--- config.mk ---
export PLATFORM = sky130hd
export DESIGN_NAME = fpfl_top
export DESIGN_NICKNAME = d
export VERILOG_FILES = /design/src/hw/fpfl_qual.v /design/src/hw/fpfl_top.v
export VERILOG_INCLUDE_DIRS = /design/src /design/src/include
export SDC_FILE = /design/constraint.sdc
export NUM_CORES = 1
export LEC_CHECK = 0
export CORE_ASPECT_RATIO = 1.75
export CORE_UTILIZATION = 70
export DETAILED_ROUTE_END_ITERATION = 8
export DONT_BUFFER_PORTS = 1
export PLACE_DENSITY = 0.95
export SLEW_MARGIN = 15
export SYNTH_ARGS = -nofsm -noshare
export SYNTH_HDL_FRONTEND = slang
export SYNTH_HIERARCHICAL = 1
export SYNTH_SLANG_ARGS = --single-unit
--- constraint.sdc ---
create_clock -name mclk -period 3.9 [get_ports mclk]
set_input_delay 0.39 -clock mclk [delete_from_list [all_inputs] [get_ports mclk]]
set_output_delay 0.39 -clock mclk [all_outputs]
set_load 0.05 [all_outputs]
--- src/include/fpfl_regs.vh ---
`ifndef FPFL_REGS_VH
`define FPFL_REGS_VH

// Clock and protection timing
`define FPFL_CLK_PERIOD_NS 4
`define FPFL_SUPPLY_QUAL_NS 10000
`define FPFL_THERMAL_QUAL_NS 10000
`define FPFL_FAULT_HI_BLANK_NS 50000
`define FPFL_FAULT_LO_BLANK_NS 350000
`define FPFL_SLEEP_QUAL_NS 500000000
`define FPFL_SHORT_PULSES 3'd4
`define FPFL_OVERLOAD_CYC_DEF 50000
`define FPFL_RESTART_CYC_DEF 250000

// Register byte offsets
`define FPFL_CTRL_OFS 12'h000
`define FPFL_STATUS_OFS 12'h004
`define FPFL_EVENT_OFS 12'h008

// Control fields
`define FPFL_CTRL_OVL_AUTOREC 0
`define FPFL_CTRL_FAULT_AUTOREC 1
`define FPFL_CTRL_RST 2'h0

// Latch cause positions (status and event)
`define FPFL_C_OVL 0
`define FPFL_C_DUTY 1
`define FPFL_C_SHORT 2
`define FPFL_C_UVLO 3
`define FPFL_C_OVP 4
`define FPFL_C_FHI 5
`define FPFL_C_FLO 6
`define FPFL_CAUSE_W 7

// Stop cause positions, placed above the latch causes
`define FPFL_S_BROWN 0
`define FPFL_S_TSD 1
`define FPFL_S_SLEEP 2
`define FPFL_STOP_W 3
`define FPFL_STOP_LSB 7
`define FPFL_STATE_LSB 10

`endif

--- src/hw/fpfl_qual.v ---
`timescale 1ns/1ns
`default_nettype none
// Level qualifier: hit_reg rises after level has held for limit cycles
module fpfl_qual #(
	parameter W = 32
) (
	// Clock and reset
	input wire mclk,
	input wire nrst,
	input wire ce,
	// Control
	input wire clr,
	input wire level,
	input wire [W-1:0] limit,
	// Result
	output reg hit_reg
);
	reg [W-1:0] cnt_reg;
	always @(posedge mclk or negedge nrst) begin
		if (!nrst) begin
			cnt_reg <= {W{1'b0}};
			hit_reg <= 1'b0;
		end else if (ce) begin
			if (clr || !level) begin
				cnt_reg <= {W{1'b0}};
				hit_reg <= 1'b0;
			end else if (cnt_reg == limit - {{(W-1){1'b0}}, 1'b1}) begin
				hit_reg <= 1'b1;
			end else if (!hit_reg) begin
				cnt_reg <= cnt_reg + {{(W-1){1'b0}}, 1'b1};
			end
		end
	end
endmodule
`default_nettype wire

--- src/hw/fpfl_top.v ---
// Summary of operation
// - Current limit runs overload timer, expiry latches
// - Limit released early clears overload timer
// - On-time or duty limit latches; brown-out release
// - Autorecovery variant restarts after restart delay
// - Brown-out or power-on reset releases latch
// - Four consecutive winding-short pulses latch
// - Restart needs line start and supply on
// - Qualified thermal shutdown stops drive and startup source
// - Fault input outside window latches off
// - Fault excursions blanked 50us high, 350us low
// - Fault latch autorecovery is a version option
// - Fault high ignored until supply reaches on
// - Fault low ignored until soft-start done
// - Thermistor bias doubled during soft-start
// - Thermal trip stops at once, supply kept
// - Thermal clear re-enables normal startup
`timescale 1ns/1ns
`default_nettype none
`include "fpfl_regs.vh"
module fpfl_top #(
	parameter OVERLOAD_CYC = `FPFL_OVERLOAD_CYC_DEF,
	parameter RESTART_CYC = `FPFL_RESTART_CYC_DEF,
	parameter FAULT_HI_CYC = (`FPFL_FAULT_HI_BLANK_NS + `FPFL_CLK_PERIOD_NS - 1)
		/ `FPFL_CLK_PERIOD_NS,
	parameter FAULT_LO_CYC = (`FPFL_FAULT_LO_BLANK_NS + `FPFL_CLK_PERIOD_NS - 1)
		/ `FPFL_CLK_PERIOD_NS,
	parameter SLEEP_CYC = `FPFL_SLEEP_QUAL_NS / `FPFL_CLK_PERIOD_NS,
	parameter [1:0] CTRL_RESET = `FPFL_CTRL_RST
) (
	// Clock, reset, enable
	input wire mclk,
	input wire nrst,
	input wire ce,
	// APB slave
	input wire psel,
	input wire penable,
	input wire pwrite,
	input wire [11:0] paddr,
	input wire [31:0] pwdata,
	output wire [31:0] prdata,
	output wire pready,
	output wire pslverr,
	// Current sense and pulse events
	input wire pwm_request,
	input wire pulse_end,
	input wire drive_limit_end,
	input wire cs_at_limit,
	input wire cs_winding_short,
	// Supply, line and feedback comparators
	input wire vcc_below_off,
	input wire vcc_above_on,
	input wire vcc_above_ovp,
	input wire line_above_start,
	input wire line_below_stop,
	input wire feedback_below_sleep,
	input wire feedback_above_wake,
	// Thermal and fault input comparators
	input wire thermal_shutdown,
	input wire thermal_shutdown_clear,
	input wire fault_above_high,
	input wire fault_below_low,
	input wire soft_start_done,
	// Outputs to power stage and analog blocks
	output wire gate_drive_out,
	output wire soft_start_run,
	output wire thermistor_bias_boosted,
	output wire hv_source_enable,
	output wire internal_supply_enable
);
	localparam SUPPLY_CYC = (`FPFL_SUPPLY_QUAL_NS + `FPFL_CLK_PERIOD_NS - 1)
		/ `FPFL_CLK_PERIOD_NS;
	localparam THERMAL_CYC = (`FPFL_THERMAL_QUAL_NS + `FPFL_CLK_PERIOD_NS - 1)
		/ `FPFL_CLK_PERIOD_NS;
	localparam [4:0] ST_OFF = 5'h01;
	localparam [4:0] ST_SOFT = 5'h02;
	localparam [4:0] ST_RUN = 5'h04;
	localparam [4:0] ST_LATCH = 5'h08;
	localparam [4:0] ST_STOP = 5'h10;

	reg [4:0] state_reg, state_next;
	reg [`FPFL_CAUSE_W-1:0] cause_reg, cause_next;
	reg [`FPFL_STOP_W-1:0] stop_reg, stop_next;
	reg [`FPFL_CAUSE_W+`FPFL_STOP_W-1:0] event_reg, event_next;
	reg [1:0] ctrl_reg;
	reg [2:0] short_cnt_reg;
	reg short_seen_reg, duty_active_reg, fhi_armed_reg;
	reg gate_reg, soft_reg, boost_reg, hv_reg, vint_reg;
	reg [31:0] prdata_reg;
	reg pready_reg, pslverr_reg;

	wire ovl_hit, duty_hit, uvlo_hit, ovp_hit, tsd_hit, fhi_hit, flo_hit;
	wire sleep_hit, restart_hit;
	wire active = (state_reg == ST_SOFT) || (state_reg == ST_RUN);
	wire short_now = short_seen_reg || cs_winding_short;
	wire short_trip = active && pulse_end && short_now
		&& (short_cnt_reg == `FPFL_SHORT_PULSES - 3'd1);
	wire [`FPFL_CAUSE_W-1:0] new_cause;
	wire [`FPFL_CAUSE_W-1:0] auto_mask;
	wire auto_ok = (cause_reg != {`FPFL_CAUSE_W{1'b0}})
		&& ((cause_reg & ~auto_mask) == {`FPFL_CAUSE_W{1'b0}});
	// A thermal or sleep stop also waits for its own clear condition
	wire restart_ok = line_above_start && vcc_above_on
		&& (!stop_reg[`FPFL_S_TSD] || thermal_shutdown_clear)
		&& (!stop_reg[`FPFL_S_SLEEP] || feedback_above_wake);
	wire apb_go = psel && penable && pready_reg;

	// Overcurrent, winding short and low supply share the overload variant bit
	assign auto_mask[`FPFL_C_OVL] = ctrl_reg[`FPFL_CTRL_OVL_AUTOREC];
	assign auto_mask[`FPFL_C_DUTY] = 1'b0;
	assign auto_mask[`FPFL_C_SHORT] = ctrl_reg[`FPFL_CTRL_OVL_AUTOREC];
	assign auto_mask[`FPFL_C_UVLO] = ctrl_reg[`FPFL_CTRL_OVL_AUTOREC];
	assign auto_mask[`FPFL_C_OVP] = 1'b0;
	assign auto_mask[`FPFL_C_FHI] = ctrl_reg[`FPFL_CTRL_FAULT_AUTOREC];
	assign auto_mask[`FPFL_C_FLO] = ctrl_reg[`FPFL_CTRL_FAULT_AUTOREC];

	assign new_cause[`FPFL_C_OVL] = ovl_hit;
	assign new_cause[`FPFL_C_DUTY] = duty_hit;
	assign new_cause[`FPFL_C_SHORT] = short_trip;
	assign new_cause[`FPFL_C_UVLO] = uvlo_hit;
	assign new_cause[`FPFL_C_OVP] = ovp_hit;
	assign new_cause[`FPFL_C_FHI] = fhi_hit;
	assign new_cause[`FPFL_C_FLO] = flo_hit;

	// Qualifier resets on level loss, so a short limit excursion leaves no trace
	fpfl_qual u_ovl (.mclk(mclk), .nrst(nrst), .ce(ce), .clr(!active),
		.level(cs_at_limit), .limit(OVERLOAD_CYC), .hit_reg(ovl_hit));
	fpfl_qual u_duty (.mclk(mclk), .nrst(nrst), .ce(ce), .clr(!active),
		.level(duty_active_reg), .limit(OVERLOAD_CYC), .hit_reg(duty_hit));
	fpfl_qual u_uvlo (.mclk(mclk), .nrst(nrst), .ce(ce), .clr(!active),
		.level(vcc_below_off), .limit(SUPPLY_CYC), .hit_reg(uvlo_hit));
	fpfl_qual u_ovp (.mclk(mclk), .nrst(nrst), .ce(ce), .clr(!active),
		.level(vcc_above_ovp), .limit(SUPPLY_CYC), .hit_reg(ovp_hit));
	fpfl_qual u_tsd (.mclk(mclk), .nrst(nrst), .ce(ce), .clr(1'b0),
		.level(thermal_shutdown), .limit(THERMAL_CYC), .hit_reg(tsd_hit));
	fpfl_qual u_fhi (.mclk(mclk), .nrst(nrst), .ce(ce), .clr(!fhi_armed_reg),
		.level(fault_above_high), .limit(FAULT_HI_CYC), .hit_reg(fhi_hit));
	fpfl_qual u_flo (.mclk(mclk), .nrst(nrst), .ce(ce), .clr(state_reg != ST_RUN),
		.level(fault_below_low), .limit(FAULT_LO_CYC), .hit_reg(flo_hit));
	fpfl_qual u_sleep (.mclk(mclk), .nrst(nrst), .ce(ce), .clr(state_reg != ST_RUN),
		.level(feedback_below_sleep), .limit(SLEEP_CYC), .hit_reg(sleep_hit));
	fpfl_qual u_restart (.mclk(mclk), .nrst(nrst), .ce(ce), .clr(state_reg != ST_LATCH),
		.level(auto_ok), .limit(RESTART_CYC), .hit_reg(restart_hit));

	always @* begin
		state_next = state_reg;
		cause_next = cause_reg;
		stop_next = stop_reg;
		// Brown-out outranks thermal, thermal outranks sleep and latch
		if (line_below_stop) begin
			state_next = ST_STOP;
			cause_next = {`FPFL_CAUSE_W{1'b0}};
			stop_next = stop_reg | (3'h1 << `FPFL_S_BROWN);
		end else if (tsd_hit) begin
			state_next = ST_STOP;
			stop_next = stop_reg | (3'h1 << `FPFL_S_TSD);
		end else begin
			case (state_reg)
				ST_OFF: begin
					if (vcc_above_on && line_above_start && !fhi_hit
						&& !fault_above_high) begin
						state_next = ST_SOFT;
					end else if (fhi_hit) begin
						state_next = ST_LATCH;
						cause_next = cause_reg | new_cause;
					end
				end
				ST_SOFT, ST_RUN: begin
					if (new_cause != {`FPFL_CAUSE_W{1'b0}}) begin
						state_next = ST_LATCH;
						cause_next = cause_reg | new_cause;
					end else if (sleep_hit) begin
						state_next = ST_STOP;
						stop_next = stop_reg | (3'h1 << `FPFL_S_SLEEP);
					end else if (state_reg == ST_SOFT && soft_start_done) begin
						state_next = ST_RUN;
					end
				end
				ST_LATCH: begin
					if (restart_hit) begin
						state_next = ST_OFF;
						cause_next = {`FPFL_CAUSE_W{1'b0}};
					end
				end
				ST_STOP: begin
					if (restart_ok) begin
						state_next = ST_OFF;
						stop_next = {`FPFL_STOP_W{1'b0}};
					end
				end
				default: begin
					state_next = ST_OFF;
				end
			endcase
		end
	end

	// Sticky events: a new event wins over a same-cycle software clear
	always @* begin
		event_next = event_reg;
		if (apb_go && pwrite && paddr == `FPFL_EVENT_OFS) begin
			event_next = event_reg & ~pwdata[`FPFL_CAUSE_W+`FPFL_STOP_W-1:0];
		end
		event_next = event_next | {stop_next & ~stop_reg, cause_next & ~cause_reg};
	end

	always @(posedge mclk or negedge nrst) begin
		if (!nrst) begin
			state_reg <= ST_OFF;
			cause_reg <= {`FPFL_CAUSE_W{1'b0}};
			stop_reg <= {`FPFL_STOP_W{1'b0}};
			short_cnt_reg <= 3'h0;
			short_seen_reg <= 1'b0;
			duty_active_reg <= 1'b0;
			fhi_armed_reg <= 1'b0;
			gate_reg <= 1'b0;
			soft_reg <= 1'b0;
			boost_reg <= 1'b0;
			hv_reg <= 1'b1;
			vint_reg <= 1'b1;
		end else if (ce) begin
			state_reg <= state_next;
			cause_reg <= cause_next;
			stop_reg <= stop_next;
			if (!active || pulse_end) begin
				short_seen_reg <= 1'b0;
			end else if (cs_winding_short) begin
				short_seen_reg <= 1'b1;
			end
			if (!active) begin
				short_cnt_reg <= 3'h0;
			end else if (pulse_end) begin
				short_cnt_reg <= short_now ? short_cnt_reg + 3'h1 : 3'h0;
			end
			if (!active) begin
				duty_active_reg <= 1'b0;
			end else if (pulse_end) begin
				duty_active_reg <= drive_limit_end;
			end
			if (state_next == ST_STOP) begin
				fhi_armed_reg <= 1'b0;
			end else if (vcc_above_on) begin
				fhi_armed_reg <= 1'b1;
			end
			gate_reg <= pwm_request && (state_next == ST_SOFT || state_next == ST_RUN)
				&& (state_reg == ST_SOFT || state_reg == ST_RUN);
			soft_reg <= (state_next == ST_SOFT);
			boost_reg <= (state_next == ST_SOFT);
			hv_reg <= !stop_next[`FPFL_S_TSD];
			vint_reg <= !stop_next[`FPFL_S_SLEEP];
		end
	end

	// APB slave with one wait state; answers come from registers
	always @(posedge mclk or negedge nrst) begin
		if (!nrst) begin
			// Version strap picks the release option; zero is the fully latched variant
			ctrl_reg <= CTRL_RESET;
			event_reg <= {(`FPFL_CAUSE_W+`FPFL_STOP_W){1'b0}};
			prdata_reg <= 32'h00000000;
			pready_reg <= 1'b0;
			pslverr_reg <= 1'b0;
		end else if (ce) begin
			event_reg <= event_next;
			pready_reg <= psel && penable && !pready_reg;
			if (apb_go && pwrite && paddr == `FPFL_CTRL_OFS) begin
				ctrl_reg <= pwdata[1:0];
			end
			if (psel && penable && !pready_reg) begin
				pslverr_reg <= !(paddr == `FPFL_CTRL_OFS || paddr == `FPFL_STATUS_OFS
					|| paddr == `FPFL_EVENT_OFS);
				case (paddr)
					`FPFL_CTRL_OFS: prdata_reg <= {30'h0, ctrl_reg};
					`FPFL_STATUS_OFS: prdata_reg <= {17'h0, state_reg, stop_reg, cause_reg};
					`FPFL_EVENT_OFS: prdata_reg <= {22'h0, event_reg};
					default: prdata_reg <= 32'h00000000;
				endcase
			end else begin
				pslverr_reg <= 1'b0;
				prdata_reg <= 32'h00000000;
			end
		end
	end

	// Every output leaves straight from a flip-flop, so the pins never glitch

	assign prdata = prdata_reg;
	assign pready = pready_reg;
	assign pslverr = pslverr_reg;
	assign gate_drive_out = gate_reg;
	assign soft_start_run = soft_reg;
	assign thermistor_bias_boosted = boost_reg;
	assign hv_source_enable = hv_reg;
	assign internal_supply_enable = vint_reg;
endmodule
`default_nettype wire

==> flow_summary.toml <==
[timing]
finalCritPeriodShare_pct = 89.5
maxSlewViolCount = 0
worst_slew_pin_slew_ns = 1.08
worst_clock_skew_ns = 0.0199
rsz0062_at_grt = "false"
max_freq_mhz = 287
setup_viol = 0
timing.hold.ws_ns = -0.446
hold_viol = 348
post-route-min-period_ns = 3.49
setup_tns_ns = 0
maxSlewHeadroom_pct = 27.8

[worst_setup_path]
critical-path-max-stage-delay_ns = 0.62
worstSetupPathType = "reg -> reg"
crit_chain = "xnor2_1 -> o221ai_1 -> or4_1 -> a2111oi_0 -> and4_1 -> buf_4 -> o21ai_0 -> a21oi_1"
required_ns = 4.34
reg2reg_depth = 8
start_kind = "flop"
cp_slowest_cell = "xnor2_1"
endpoint_kind = "flop"
crit_arrival_ns = 3.93
crit_fanout = 64

[routing]
drc_errors = 0
top_layer = "met4"
dr.pass1.iters = 6
vias = 33000
m1WireLength_um = 29900
postRouteAntennaNets = 0
dr.first_iter.drc_count = 2247
routed_via_density = 6.04
drt_wl_total_um = 91400
dr_wl_met3_um = 5490
wl_per_cell_um = 16.7
routed-wl-met2_um = 47500

[clocking]
postCtsSetupBuffers = 0
h-tree-depth = 2
cts.sinks = 351
clk_pin_slew_ns = 0.07
cts_inserted_buffers = 34
clkLatencyLatePin_ns = 0.54
cts_tree = "done"
cts_max_path_buffers = 3
clockRootBuffer = "clkbuf_16"

[status]
outcome = "finished, violations left"
violations = "hold timing"

[logic_synthesis]
synthTopCellsByCount = "348 x dfrtp_1, 327 x nand2_1, 275 x a21oi_1"
synth_area_um2 = 31300
netlist.area_leader.share_pct = 27.8
avgSynthCellArea_um2 = 8.12
yosys_warnings = 6
synth_seq_cells = 351
synth_flop_cell = "dfrtp_1"
yosys.cell_count.top_type = "dfrtp_1"
synthArstFlopShare_pct = 100
synthCells = 3852
yosysTopAreaCell = "dfrtp_1"
ys_top_cells_by_area = "dfrtp_1 28%, xnor2_1 6.8%, or3_1 4.8%, a21oi_1 4.4%, nand2_1 3.9%"
yosysUniqueCellTypes = 93
ys_seq_area_share_pct = 28.1
synth-edff-count = 0

[cells_and_area]
stdcell_count = 5463
area.growth.synth_to_final_pct = 16.9
layout-drive-gt1-share_pct = 4.91
finish.instance_area_um2 = 36600
nNetsFinal = 4948

[grt]
grt.total_usage_pct = 40.3
overflow = 0
antenna_found_initial = 1
grt_pass1_wl_um = 150000
grt_pass1_vias = 32500
grt_max_degree = 352

[place]
portBuffers = 0
placed_cell_area_um2 = 35300
hpwl_um = 64200
placed_cells = 5392
gp_congestion = 0.998

[die]
fp-row-count = 102
die_h_um = 282
io_pins = 106
die_area_um2 = 45600
die_w_um = 162
coreArea_um2 = 44200
start_util_pct = 70.9

[power]
leakage_nw = 15.5
ir_drop_mv = 0.338
combPwrFrac_pct = 13.1
intPower_mw = 6.05
power_frac_seq_pct = 44.3
switching_share_pct = 27.9
switchingPower_mw = 2.34
power_frac_clock_pct = 42.6
powerDensity_nw_per_um2 = 229

[min_path]
hold_path_class = "in -> async"

[job]
max-cap-violations = 0
==> critical path, delay by kind of cell, from the launching register on <==
kind                   cells  cell delay (ns)
AO/OA/AOI/OAI              4             1.10
XOR/XNOR                   1             0.62
buffers and inverters      1             0.47
flip-flops                 1             0.42
AND/OR/NAND/NOR            2             0.76
==> layer usage <==
layer	GRT usage, %	up-vias
met5	0	-
met4	36.5	0
met3	6.75	582
met2	73.6	1441
met1	38.1	15500
li1	-	15500
==> final timing paths <==
| kind | slack [ns] | endpoint | from |
|---|---|---|---|
| max | 0.41 | u_sleep/cnt_reg[7]$_DFFE_PN0P_ | u_sleep/cnt_reg[29]$_DFFE_PN0P_ |
| min | -0.45 | u_flo/cnt_reg[24]$_DFFE_PN0P_ | nrst |
| max reg2reg | 0.41 | u_sleep/cnt_reg[7]$_DFFE_PN0P_ | u_sleep/cnt_reg[29]$_DFFE_PN0P_ |
| min reg2reg | 0.50 | event_reg[4]$_DFFE_PN0P_ | event_reg[4]$_DFFE_PN0P_ |
| max in group asynchronous | 3.52 | u_ovp/cnt_reg[28]$_DFFE_PN0P_ | nrst |
| min in group mclk | 0.02 | duty_active_reg$_DFFE_PN0P_ | drive_limit_end |
==> power by group through the flow <==
stage	logic [mW]	clock network, mW	registers [mW]
floorplan	0.890	0	3.77
global placement	0.955	0	3.78
detailed placement	0.971	0	3.78
CTS	0.986	3.59	3.72
global route	1.23	3.72	3.72
finish	1.10	3.57	3.72
==> area by class of cell <==
| class | count | area (µm²) |
|---|---|---|
| sequential | 351 | 8790 |
| clock buffer | 51 | 1030 |
| inverter | 73 | 279 |
| fill | 2850 | 7580 |
| antenna | 4 | 10.0 |
| clock inverter | 11 | 141 |
| tap | 572 | 716 |
| multi-input combinational | 4368 | 25300 |
| timing repair buffer | 33 | 298 |
==> repair_timing <==
action                                  4_1_cts  5_1_grt
hold endpoints to repair                    359      349
endpoints found under the setup margin        0        0
resized for setup                             0        0
hold buffers                                  4        1
==> through the flow <==
step,hold WS [ns],utilization [%],total power [mW],setup WS (ns)
3_3_place_gp,0.106,80.0,4.74,0.859
5_1_grt,-0.450,82.8,8.67,0.369
2_1_floorplan,0.0944,-,4.66,1.52
4_1_cts,-0.459,82.8,8.29,0.734
3_5_place_dp,0.103,80.0,4.75,0.826
6_report,-0.446,82.8,8.39,0.410
==> logic make-up after synthesis <==
group           synth area share, %
compound gates                 21.4
other cells                  0.0240
simple gates                   34.1
fa+ha+maj                     0.800
xor+xnor                       10.1
mux                           0.588
flops                          28.1
buf+inv                        5.00
==> cell usage in the layout (no fill, tap or decap), types with 77 or more instances in the layout <==
| cell type | instances |
|---|---|
| conb_1 | 1166 |
| dfrtp_1 | 348 |
| nand2_1 | 327 |
| a21oi_1 | 275 |
| xnor2_1 | 244 |
| or3_1 | 240 |
| o21ai_0 | 201 |
| nor2_1 | 192 |
| nor3_1 | 141 |
| or4_1 | 121 |
| nand4_1 | 120 |
| xor2_1 | 115 |
| and3_1 | 111 |
| nand3_1 | 109 |
| nor4_1 | 90 |
| o31ai_1 | 77 |
(Power assumes the default switching activity.)
